### config.mk
export PLATFORM = sky130hd
export DESIGN_NAME = cpfs_supervisor
export DESIGN_NICKNAME = d
export VERILOG_FILES = /design/src/cpfs_pkg.sv /design/src/cpfs_crc8.sv /design/src/cpfs_supervisor.sv
export VERILOG_INCLUDE_DIRS = /design/src
export SDC_FILE = /design/constraint.sdc
export NUM_CORES = 1
export LEC_CHECK = 0
export BUFFER_PORTS_ARGS = -buffer_cell sky130_fd_sc_hd__buf_2
export CAP_MARGIN = 20
export CORE_UTILIZATION = 40
export DETAILED_ROUTE_END_ITERATION = 10
export SETUP_SLACK_MARGIN = 0.5
export SLEW_MARGIN = 10
export SYNTH_ARGS = -nofsm -noshare
export SYNTH_HDL_FRONTEND = slang
export SYNTH_SLANG_ARGS = --single-unit
### constraint.sdc
create_clock -name clk -period 3.99 [get_ports clk]
set_clock_uncertainty 0.15 [all_clocks]
set_input_delay 0.798 -clock clk [delete_from_list [all_inputs] [get_ports clk]]
set_output_delay 0.798 -clock clk [all_outputs]
set_load 0.01 [all_outputs]
### src/cpfs_regs.svh
`ifndef CPFS_REGS_SVH
`define CPFS_REGS_SVH

// Register addresses inside a page
`define CPFS_ADDR_PAGE_SEL 8'h00
`define CPFS_ADDR_DEV_CTRL2 8'h03
`define CPFS_ADDR_DROP_CTRL1 8'h04
`define CPFS_ADDR_DROP_CTRL2 8'h05
`define CPFS_ADDR_FAULT_STAT 8'h71
`define CPFS_ADDR_CLK_STAT 8'h72
`define CPFS_ADDR_CBC_CTRL 8'h77
`define CPFS_ADDR_FAULT_CLR 8'h78
`define CPFS_ADDR_XOR_SUM 8'h7D
`define CPFS_ADDR_CRC_SUM 8'h7E
`define CPFS_ADDR_BOOK_SEL 8'h7F

// Books and pages
`define CPFS_PAGE_ZERO 8'h00
`define CPFS_BOOK_ZERO 8'h00
`define CPFS_BOOK_XOR 8'h8C
`define CPFS_BOOK_BIQUAD 8'hAA

// Checksum
`define CPFS_CRC_POLY 8'h07
`define CPFS_SUM_RESET 8'h00

// Field positions and values
`define CPFS_HIZ_LSB 0
`define CPFS_HIZ_CODE 2'h2
`define CPFS_CBC_LSB 3
`define CPFS_CBC_OFF 2'h0
`define CPFS_DROP_EN_BIT 0
`define CPFS_DROP_HIZ_BIT 1
`define CPFS_DROP_LVL_RESET 8'h08
`define CPFS_CLR_BIT 0

// Fault status bit positions
`define CPFS_FLT_OC 0
`define CPFS_FLT_DC 1
`define CPFS_FLT_OT 2
`define CPFS_FLT_UV 3
`define CPFS_FLT_OV 4

// Reset values
`define CPFS_DEV_CTRL2_RESET 8'h02
`define CPFS_CBC_CTRL_RESET 8'h00
`define CPFS_ZERO8 8'h00

// Timing
`define CPFS_CLK_NS 10
`define CPFS_OC_RESP_NS 100
`define CPFS_OC_RESP_CYC (`CPFS_OC_RESP_NS / `CPFS_CLK_NS)
`define CPFS_MUTE_RAMP_CYC 8'h20

`endif

### src/cpfs_pkg.sv
package cpfs_pkg;

    typedef logic [7:0] cpfs_byte_t;

    // One register-port access from the serial front end
    typedef struct packed {
        logic wr;
        logic rd;
        logic start;
        cpfs_byte_t data;
    } cpfs_req_s;

    // Analog-side detector levels
    typedef struct packed {
        logic oc;
        logic dc;
        logic ot;
        logic uv;
        logic ov;
    } cpfs_det_s;

    typedef enum logic [1:0] {
        CPFS_CLK_OK,
        CPFS_CLK_RAMP,
        CPFS_CLK_MUTED
    } cpfs_clk_e;

endpackage : cpfs_pkg

### src/cpfs_crc8.sv
`timescale 1ns/10ps
`include "cpfs_regs.svh"

// One CRC-8 step over a byte, registered
module cpfs_crc8
    import cpfs_pkg::*;
(
    // Clock and reset
    input wire logic clk,
    input wire logic reset,
    // Control
    input wire logic step,
    input wire logic clear,
    input wire cpfs_byte_t data,
    // Result
    output cpfs_byte_t crc
);
    cpfs_byte_t crc_reg;
    cpfs_byte_t crc_next;
    cpfs_byte_t acc;

    always_comb begin
        acc = crc_reg ^ data;
        // Msb first, no final inversion
        for (int i = 0; i < 8; i++) begin
            acc = acc[7] ? ((acc << 1) ^ `CPFS_CRC_POLY) : (acc << 1);
        end
        crc_next = crc_reg;
        if (clear) begin
            crc_next = `CPFS_SUM_RESET;
        end else if (step) begin
            crc_next = acc;
        end
    end

    always_ff @(posedge clk) begin
        if (reset) begin
            crc_reg <= `CPFS_SUM_RESET;
        end else begin
            crc_reg <= crc_next;
        end
    end

    assign crc = crc_reg;

endmodule : cpfs_crc8

### src/cpfs_supervisor.sv
`timescale 1ns/10ps
`include "cpfs_regs.svh"

module cpfs_supervisor
    import cpfs_pkg::*;
(
    // Clock and reset
    input wire logic clk,
    input wire logic reset,
    // Register port from the serial front end
    input wire cpfs_req_s req,
    output cpfs_byte_t rd_data,
    output logic wr_ack,
    // Power-down pin, high enables
    input wire logic power_down_n,
    // Detectors
    input wire cpfs_det_s det,
    input wire logic dc_timed_out,
    input wire logic cur_over_limit,
    input wire logic supply_below_drop,
    input wire logic clk_error,
    // Outputs
    output logic fault_out_n,
    output logic out_hiz,
    output logic pwm_chop,
    output logic supply_drop_flag,
    output logic hard_mute,
    output logic atten_ramp,
    output logic use_int_osc,
    output cpfs_byte_t cur_addr,
    output cpfs_byte_t cur_book,
    output cpfs_byte_t cur_page
);
    cpfs_byte_t addr_reg, addr_next;
    cpfs_byte_t book_reg, book_next;
    cpfs_byte_t page_reg, page_next;
    logic addr_pend_reg, addr_pend_next;
    cpfs_byte_t xor_reg, xor_next;
    cpfs_byte_t dev2_reg, dev2_next;
    cpfs_byte_t drop1_reg, drop1_next;
    cpfs_byte_t drop2_reg, drop2_next;
    cpfs_byte_t cbc_reg, cbc_next;
    logic [4:0] flt_reg, flt_next;
    cpfs_clk_e clk_st_reg, clk_st_next;
    cpfs_byte_t ramp_reg, ramp_next;
    cpfs_byte_t rd_reg, rd_next;
    logic ack_reg, ack_next;
    logic fault_n_reg, fault_n_next;
    logic hiz_reg, hiz_next;
    logic chop_reg, chop_next;
    logic drop_reg, drop_next;
    cpfs_byte_t crc_val;
    logic [2:0] clk_out_reg, clk_out_next;
    logic data_wr, sel_wr, crc_step, crc_clear, flt_clr, on_p0, drop_hiz, any_flt;

    cpfs_crc8 u_crc (
        .clk(clk),
        .reset(reset),
        .step(crc_step),
        .clear(crc_clear),
        .data(req.data),
        .crc(crc_val)
    );

    // Write decode; first byte after start is the subaddress
    always_comb begin
        data_wr = req.wr && !req.start && addr_pend_reg;
        on_p0 = (page_reg == `CPFS_PAGE_ZERO);
        sel_wr = data_wr && ((addr_reg == `CPFS_ADDR_PAGE_SEL)
            || (on_p0 && addr_reg == `CPFS_ADDR_BOOK_SEL));
        // Reset write of 0x00 to the CRC slot wins over folding it
        crc_clear = data_wr && on_p0 && addr_reg == `CPFS_ADDR_CRC_SUM
            && req.data == `CPFS_SUM_RESET;
        crc_step = data_wr && !sel_wr && !crc_clear;
        flt_clr = data_wr && on_p0 && addr_reg == `CPFS_ADDR_FAULT_CLR
            && req.data[`CPFS_CLR_BIT];
    end

    // Addressing, selects, checksums and config
    always_comb begin
        addr_next = addr_reg;
        addr_pend_next = addr_pend_reg;
        book_next = book_reg;
        page_next = page_reg;
        xor_next = xor_reg;
        dev2_next = dev2_reg;
        drop1_next = drop1_reg;
        drop2_next = drop2_reg;
        cbc_next = cbc_reg;
        rd_next = rd_reg;
        ack_next = 1'b0;
        if (req.wr && req.start) begin
            addr_next = req.data;
            addr_pend_next = 1'b1;
            ack_next = 1'b1;
        end else if (data_wr) begin
            ack_next = 1'b1;
            addr_next = addr_reg + 8'h01;
            if (addr_reg == `CPFS_ADDR_PAGE_SEL) begin
                page_next = req.data;
            end else if (on_p0 && addr_reg == `CPFS_ADDR_BOOK_SEL) begin
                book_next = req.data;
            end
            if (book_reg == `CPFS_BOOK_XOR && !on_p0 && !sel_wr) begin
                xor_next = xor_reg ^ req.data;
            end else if (book_reg == `CPFS_BOOK_XOR && on_p0
                && addr_reg == `CPFS_ADDR_XOR_SUM
                && req.data == `CPFS_SUM_RESET) begin
                xor_next = `CPFS_SUM_RESET;
            end
            if (on_p0) begin
                case (addr_reg)
                    `CPFS_ADDR_DEV_CTRL2: dev2_next = req.data;
                    `CPFS_ADDR_DROP_CTRL1: drop1_next = req.data;
                    `CPFS_ADDR_DROP_CTRL2: drop2_next = req.data;
                    `CPFS_ADDR_CBC_CTRL: cbc_next = req.data;
                    default: ;
                endcase
            end
        end else if (req.rd) begin
            addr_next = addr_reg + 8'h01;
            rd_next = `CPFS_ZERO8;
            if (addr_reg == `CPFS_ADDR_PAGE_SEL) begin
                rd_next = page_reg;
            end else if (on_p0) begin
                case (addr_reg)
                    `CPFS_ADDR_BOOK_SEL: rd_next = book_reg;
                    `CPFS_ADDR_CRC_SUM: rd_next = crc_val;
                    `CPFS_ADDR_XOR_SUM: rd_next =
                        (book_reg == `CPFS_BOOK_XOR) ? xor_reg : `CPFS_ZERO8;
                    `CPFS_ADDR_DEV_CTRL2: rd_next = dev2_reg;
                    `CPFS_ADDR_DROP_CTRL1: rd_next = drop1_reg;
                    `CPFS_ADDR_DROP_CTRL2: rd_next = drop2_reg;
                    `CPFS_ADDR_CBC_CTRL: rd_next = cbc_reg;
                    `CPFS_ADDR_FAULT_STAT: rd_next = {3'h0, flt_reg};
                    `CPFS_ADDR_CLK_STAT: rd_next =
                        {7'h00, clk_st_reg != CPFS_CLK_OK};
                    default: rd_next = `CPFS_ZERO8;
                endcase
            end
        end
    end

    // Faults; latched ones reset only when the cause has gone
    always_comb begin
        flt_next = flt_reg;
        if (flt_clr) begin
            flt_next[`CPFS_FLT_OC] = 1'b0;
            flt_next[`CPFS_FLT_DC] = 1'b0;
            flt_next[`CPFS_FLT_OT] = 1'b0;
        end
        // Set wins over clear, so a still-present cause re-latches
        if (det.oc) flt_next[`CPFS_FLT_OC] = 1'b1;
        if (det.dc && dc_timed_out) flt_next[`CPFS_FLT_DC] = 1'b1;
        if (det.ot) flt_next[`CPFS_FLT_OT] = 1'b1;
        flt_next[`CPFS_FLT_UV] = det.uv;
        flt_next[`CPFS_FLT_OV] = det.ov;
        drop_hiz = drop1_reg[`CPFS_DROP_EN_BIT] && drop1_reg[`CPFS_DROP_HIZ_BIT]
            && supply_below_drop;
        any_flt = |flt_next;
        // Level taken straight from detector so shutdown lands next edge
        fault_n_next = !any_flt;
        hiz_next = any_flt || !power_down_n || drop_hiz
            || dev2_reg[`CPFS_HIZ_LSB +: 2] == `CPFS_HIZ_CODE;
        chop_next = cur_over_limit
            && cbc_reg[`CPFS_CBC_LSB +: 2] != `CPFS_CBC_OFF;
        drop_next = !(drop1_reg[`CPFS_DROP_EN_BIT] && supply_below_drop);
    end

    // Clock loss: ramp down then mute, recover on return
    always_comb begin
        clk_st_next = clk_st_reg;
        ramp_next = ramp_reg;
        case (clk_st_reg)
            CPFS_CLK_OK: begin
                if (clk_error) begin
                    clk_st_next = CPFS_CLK_RAMP;
                    ramp_next = `CPFS_MUTE_RAMP_CYC;
                end
            end
            CPFS_CLK_RAMP: begin
                if (!clk_error) begin
                    clk_st_next = CPFS_CLK_OK;
                end else if (ramp_reg == `CPFS_ZERO8) begin
                    clk_st_next = CPFS_CLK_MUTED;
                end else begin
                    ramp_next = ramp_reg - 8'h01;
                end
            end
            CPFS_CLK_MUTED: begin
                if (!clk_error) begin
                    clk_st_next = CPFS_CLK_OK;
                end
            end
            default: clk_st_next = CPFS_CLK_OK;
        endcase
        clk_out_next = {clk_st_next != CPFS_CLK_OK, clk_st_next == CPFS_CLK_RAMP,
            clk_st_next == CPFS_CLK_MUTED};
    end

    always_ff @(posedge clk) begin
        if (reset || !power_down_n) begin
            addr_reg <= `CPFS_ZERO8;
            addr_pend_reg <= 1'b0;
            book_reg <= `CPFS_BOOK_ZERO;
            page_reg <= `CPFS_PAGE_ZERO;
            xor_reg <= `CPFS_SUM_RESET;
            dev2_reg <= `CPFS_DEV_CTRL2_RESET;
            drop1_reg <= `CPFS_ZERO8;
            drop2_reg <= `CPFS_DROP_LVL_RESET;
            cbc_reg <= `CPFS_CBC_CTRL_RESET;
            flt_reg <= 5'h00;
            clk_st_reg <= CPFS_CLK_OK;
            ramp_reg <= `CPFS_ZERO8;
            clk_out_reg <= '0;
            rd_reg <= `CPFS_ZERO8;
            ack_reg <= 1'b0;
            fault_n_reg <= 1'b1;
            hiz_reg <= 1'b1;
            chop_reg <= 1'b0;
            drop_reg <= 1'b1;
        end else begin
            addr_reg <= addr_next;
            addr_pend_reg <= addr_pend_next;
            book_reg <= book_next;
            page_reg <= page_next;
            xor_reg <= xor_next;
            dev2_reg <= dev2_next;
            drop1_reg <= drop1_next;
            drop2_reg <= drop2_next;
            cbc_reg <= cbc_next;
            flt_reg <= flt_next;
            clk_st_reg <= clk_st_next;
            ramp_reg <= ramp_next;
            clk_out_reg <= clk_out_next;
            rd_reg <= rd_next;
            ack_reg <= ack_next;
            fault_n_reg <= fault_n_next;
            hiz_reg <= hiz_next;
            chop_reg <= chop_next;
            drop_reg <= drop_next;
        end
    end

    assign rd_data = rd_reg;
    assign wr_ack = ack_reg;
    assign fault_out_n = fault_n_reg;
    assign out_hiz = hiz_reg;
    assign pwm_chop = chop_reg;
    assign supply_drop_flag = drop_reg;
    assign use_int_osc = clk_out_reg[2];
    assign atten_ramp = clk_out_reg[1];
    assign hard_mute = clk_out_reg[0];
    assign cur_addr = addr_reg;
    assign cur_book = book_reg;
    assign cur_page = page_reg;
endmodule : cpfs_supervisor

* After elaboration in Yosys (flattened, before gate mapping)
Cells that the tools add are included.
** Storage, ports and cells
- Register bits after elaboration :: 104
- Bits of input ports :: 23
** Cells by class
- Add/sub/neg operators :: 2
- Equal/unequal tests :: 19
- Mux-type cells :: 32
- Bitwise logic cells :: 13
- Reduce and logical (&&, ||, !) cells :: 56
** Operator list (count)
- 8-bit 2-to-1 mux :: 11
- 8-bit one-hot mux with 9 select lines :: 1
- 8-bit by 7-bit equality test with 1-bit output, second input constant :: 7
- 8-bit zero test :: 4
- 3-bit 2-to-1 mux :: 9
- 3-bit NOT :: 8
- 4-bit AND reduction :: 6
- 1-bit logical AND :: 22
- 8-bit by 3-bit equality test with 1-bit output, second input constant :: 2
- 8-bit one-hot mux with 2 select lines :: 1
- 8-bit XOR :: 2
- 2-bit nonzero test :: 5
- 3-bit AND reduction :: 3
- 8-bit by 1-bit adder with 8-bit output, second input constant :: 1
- 8-bit by 2-bit equality test with 1-bit output, second input constant :: 1
- 8-bit equality test, second input constant :: 1
- 2-bit 2-to-1 mux :: 4
- 8-bit by 1-bit subtractor with 8-bit output, second input constant :: 1
- 1-bit zero test :: 7
- 2-bit equality test, second input constant :: 3
- 2-bit != test, second input constant :: 3
- 2-bit one-hot mux with 3 select lines :: 1
- 1-bit logical OR :: 5
- 1-bit 2-to-1 mux :: 5
- other kinds (6) :: 9

* Depth between registers and ports, before layout
- Word-level depth :: 17
- Gate-level depth with buffers :: 10
- Mapped depth without buffers :: 8

* Modules after synthesis
A second synthesis with hierarchy kept.
** Unflattened totals
- Cell total of the unflattened synthesis :: 631
- Area, all modules :: 5288.8 um2
** Modules (own cells, without submodules)
- cpfs_supervisor :: times used 1, cells each 575, area an instance 4672.0 um2
- cpfs_crc8 :: times used 1, cells each 56, area an instance 616.8 um2

* Worst setup path after synthesis
Ideal clock, no wire load.
- Path kind :: input to register
- Start :: input port req[8] in the netlist's numbering
- End :: register u_crc.crc_reg[6] (netlist: u_crc.crc[6])
- Setup time :: 59 ps
- Arrival :: 2360 ps
- Data required time :: 3781 ps
- Path slack :: 1421 ps
- Stages on the path :: 7
- Cell sequence :: and3b_1 > clkbuf_1 > nor2b_1 > nand2_1 > buf_2 > or4_1 > nand2_1
** Between the ends
- Word-level cells in the longest chain between the ends :: 8
- Elaborated cells on any way between the ends :: 12
- Classes of those cells :: reduce/logical: 12
** Ends and longest elaborated chain
- start, declared :: line cpfs_supervisor.sv:11 : input wire cpfs_req_s req,
- 1-bit zero test (*) :: line cpfs_supervisor.sv:67 : data_wr = req.wr && !req.start && addr_pend_reg;
- 1-bit logical AND (*) (2 in series) :: line cpfs_supervisor.sv:67
- 1-bit logical AND :: line cpfs_supervisor.sv:72 : crc_clear = data_wr && on_p0 && addr_reg == `CPFS_ADDR_CRC_SUM
- 1-bit logical AND (no source line) (2 in series)
- 1-bit zero test :: line cpfs_supervisor.sv:74 : crc_step = data_wr && !sel_wr && !crc_clear;
- 1-bit logical AND :: line cpfs_supervisor.sv:74
- end signal, assigned :: line cpfs_crc8.sv:38 : crc_reg <= `CPFS_SUM_RESET;
- end signal, assigned :: line cpfs_crc8.sv:40 : crc_reg <= crc_next;
- end, declared :: line cpfs_crc8.sv:18 : cpfs_byte_t crc_reg;
Mark *: on every way between the ends. The rest lies on a longest branch, timed or not.
A chain may end at the register's enable or synchronous reset.

* Worst setup path in the final report
- Start :: register addr_reg[1] (netlist: cur_addr[1])
- End :: register rd_reg[3] (netlist: rd_data[3])
** Between the ends
- Word-level cells in the longest chain between the ends :: 4
- Elaborated cells on any way between the ends :: 13
- Classes of those cells :: eq/ne: 9; mux: 3; reduce/logical: 1
** Ends and longest elaborated chain
- start, declared :: line cpfs_supervisor.sv:34 : cpfs_byte_t addr_reg, addr_next;
- start signal, assigned :: line cpfs_supervisor.sv:203 : addr_reg <= `CPFS_ZERO8;
- start signal, assigned :: line cpfs_supervisor.sv:223 : addr_reg <= addr_next;
- 8-bit by 7-bit equality test with 1-bit output (tied with other cells) :: line cpfs_supervisor.sv:126 : case (addr_reg)
- 8-bit one-hot mux with 9 select lines :: line cpfs_supervisor.sv:126
- 8-bit 2-to-1 mux :: line cpfs_supervisor.sv:125 : end else if (on_p0) begin
- 8-bit 2-to-1 mux (*) :: line cpfs_supervisor.sv:123 : if (addr_reg == `CPFS_ADDR_PAGE_SEL) begin
- end signal, assigned :: line cpfs_supervisor.sv:216 : rd_reg <= `CPFS_ZERO8;
- end signal, assigned :: line cpfs_supervisor.sv:236 : rd_reg <= rd_next;
- end, declared :: line cpfs_supervisor.sv:46 : cpfs_byte_t rd_reg, rd_next;
Marked as above.

==> summary.md <==
| Metric | Value |
|---|---|
| Status | completed |
| Post-synth cell types | 58 |
| Reg power frac | 0.504 |
| Clock Tree Root | clkbuf_16 |
| R2r worst-path depth | 8 |
| F_max | 340 MHz |
| Syn avg cell area | 8.48 µm² |
| Via Count | 4506 |
| Critical Path RT | 4.08 ns |
| Synth Net Count | 628 |
| Site Rows | 40 |
| Nets | 662 |
| Design area | 5700 µm² |
| Ratio of cells with drive above 1 in the final layout | 0.143 |
| Min Tclk post-route | 2.94 ns |
| Rel. slew slack | 0.273 |
| Switching pwr | 0.515 mW |
| Share of flip-flops with an asynchronous set or reset | 0 |
| Maximum vdd drop | 244 µV |
| GRT Total Usage | 0.227 |
| Buffers on Ports | 62 |
| Post-Synth XOR/XNOR Area | 0.0648 |
| Vias per cell | 5.60 |
| Post-synth top area share | 0.410 |
| Max-cap check violation count | 0 |
| Post-Synth Adder-Cell Area | 0.0148 |
| Slew at the pin with the worst max-slew slack | 1.09 ns |
| Hold Path Sink | supply_drop_flag |
| I/O Pins | 63 |
| Core ar. | 12200 µm² |
| Final Hold Fails | 0 |
| Initial Util | 0.416 |
| Die Span Y | 115 µm |
| H-tree depth | 3 |
| EDFF count, synth | 0 |
| Fillers | 1221 |
| Num CTS Buffers | 9 |
| Unrepaired setup endpoints after global routing | false |
| Clk buf depth | 2 |
| Setup TNS | 0 ns |
| # resized after CTS | 0 |
| Power share of the clock group | 0.407 |
| Lkg Pwr | 2.15 nW |
| TritonCTS clock tree | yes |
| Vias in the first global route | 4183 |
| Flop-to-flop setup slack | 1.05 ns |
| Simple-Gate Fraction of Synth Area | 0.233 |
| Antenna violations before repair | 0 |
| DIE WIDTH | 115 µm |
| Crit path max fanout | 21 |
| Worst Path Class, Setup | reg -> reg |
| Sink Count | 104 |
| Post-route ant nets | 0 |
| Comb pwr share | 0.090 |
| Compound-gate portion of the synthesized area | 0.169 |
| Worst path arrival time | 3.03 ns |
| Net Sw Frac | 0.243 |
| Hold WS | 0.309 ns |
| Seq cells post-synth | 104 |
| Int Power | 1.60 mW |
| Diodes inserted | 0 |
| First-pass GRT wire length | 22700 µm |
| CP startpoint kind | register |
| Largest family of logic cells by synthesized area | simple AND/OR/NAND/NOR gates |
| Worst hold path type | reg -> reg |
| Largest net degree at the start of global routing | 54 |
| Cell type with the largest total area after synthesis | dfxtp_1 |
| Global route overflow | 0 |
| Reg2Reg Capture Point | rd_data[3] |
| Main synth FF type | dfxtp_1 |
| Mux contribution to synthesized area | 0.0611 |
| Sequential-to-total area share from yosys stat | 0.410 |
| CTS Hold Bufs | 0 |
| Final Max Tran Viols | 0 |
| Worst-path clk slew | 0.07 ns |
| Pwr dens | 372 nW/µm² |
| Final worst path period share | 0.737 |
| Routed len/inst | 17.6 µm |
| Hold path cells | 1 |
| Yosys warns | 0 |
| DP Area | 5420 µm² |
| Post-CTS Setup Bufs | 0 |
| Worst skew pair latency | 0.36 ns |
| Min-delay src | drop1_reg[0] |
| Drt pass-1 iters | 8 |
| Worst r2r src | cur_addr[1] |
| Area growth syn-to-layout | 12.2% |
| Setup crit end kind | register |
| Die area | 13200 µm² |
| Hpwl dp | 9940 µm |
| Largest cells by area after synthesis | dfxtp_1 41%, mux2i_1 6.1%, nor2_1 5.6% |
| Final setup fails | 0 |
| Synthesized area | 5080 µm² |
| DRC | 0 |
| Final GP Congestion | 0.939 |
| Post-Route WL | 14100 µm |
| Synth Instances | 599 |
| Initial DRC Count | 381 |
-- worst max-delay path by stage --
stage | from | endpoint | depth (start not counted)
5_1_grt | cur_addr[0] | xor_reg[0] | 8
3_3_place_gp | req[8] | out_hiz | 8
4_1_cts | cur_addr[1] | rd_data[3] | 8
6_report | cur_addr[1] | rd_data[3] | 8
2_1_floorplan | req[8] | u_crc.crc[6] | 7
3_5_place_dp | req[8] | out_hiz | 8
-- layout make-up --
cell class | count | area (µm²) | share of cell area
multi-input cells | 444 | 2760 | 0.484
flip-flops and latches | 104 | 2080 | 0.365
repair buffers | 66 | 340 | 0.0597
clock buffers | 12 | 236 | 0.0415
well taps | 168 | 210 | 0.0369
clock inverters | 3 | 43.8 | 0.00769
inverters | 8 | 30.0 | 0.00527
-- cells by family after synthesis --
kind of cell / Yosys count
compound gates: 137
xor+xnor: 36
fa+ha+maj: 6
buf+inv: 51
flops: 104
mux: 31
simple gates: 234
-- metrics by stage --
step / util / power [mW] / worst slack (ns) / cells
2_1_floorplan: - / 1.23 / 1.42 / 599
3_3_place_gp: 0.444 / 1.28 / 0.951 / 790
3_5_place_dp: 0.444 / 1.28 / 0.903 / 790
4_1_cts: 0.467 / 2.13 / 1.08 / 805
5_1_grt: 0.467 / 2.20 / 0.759 / 805
6_report: 0.467 / 2.12 / 1.05 / 805
-- synthesized netlist by cell type, drive strengths merged, types with 3 or more instances --
master,n
dfxtp,104
nor2,77
nand2,56
a21oi,50
nand3,35
o21ai,32
mux2i,31
clkbuf,22
buf,21
xnor2,20
xor2,15
a22oi,12
nor4,11
inv,8
and2,7
and3,7
a221oi,6
ha,6
nand2b,6
nand4,6
or4,6
nor2b,5
o22ai,5
a221o,4
nor3,4
o211ai,4
or3,4
a22o,3
o21a,3
o22a,3
-- power by group through the flow --
stage	Clock, mW	Combinational, mW	Sequential (mW)
floorplan	0	0.137	1.09
global placement	0	0.186	1.09
detailed placement	0	0.189	1.09
CTS	0.877	0.190	1.07
global route	0.917	0.211	1.07
finish	0.862	0.190	1.07
-- routing by layer --
layer / GRT usage / wire length, µm / up-vias
li1: - / - / 2186
met1: 0.308 / 6500 / 2116
met2: 0.358 / 6350 / 177
met3: 0.0381 / 956 / 27
met4: 0.0900 / 335 / 0
met5: 0 / 0 / -
-- critical path: stages, from the launching register on --
cell and delay [ns]:
dfxtp_1 0.45, inv_1 0.10, ha_1 0.48, and3_1 0.34, and4_1 0.31, a222oi_1 0.45
nand2_1 0.12, a221oi_1 0.35, nor2_1 0.08
-- placed cells by master, fill, tap and decap left out, types with 8 or more instances in the layout --
master	Yosys	layout
dfxtp_1	104	104
nor2_1	76	76
buf_2	15	62
nand2_1	55	55
a21oi_1	50	50
nand3_1	34	34
o21ai_0	32	32
mux2i_1	31	31
xnor2_1	20	20
xor2_1	15	15
a22oi_1	12	12
nor4_1	9	9
clkbuf_16	0	9
inv_1	8	8
No activity file was read; power rests on OpenSTA's default activity.
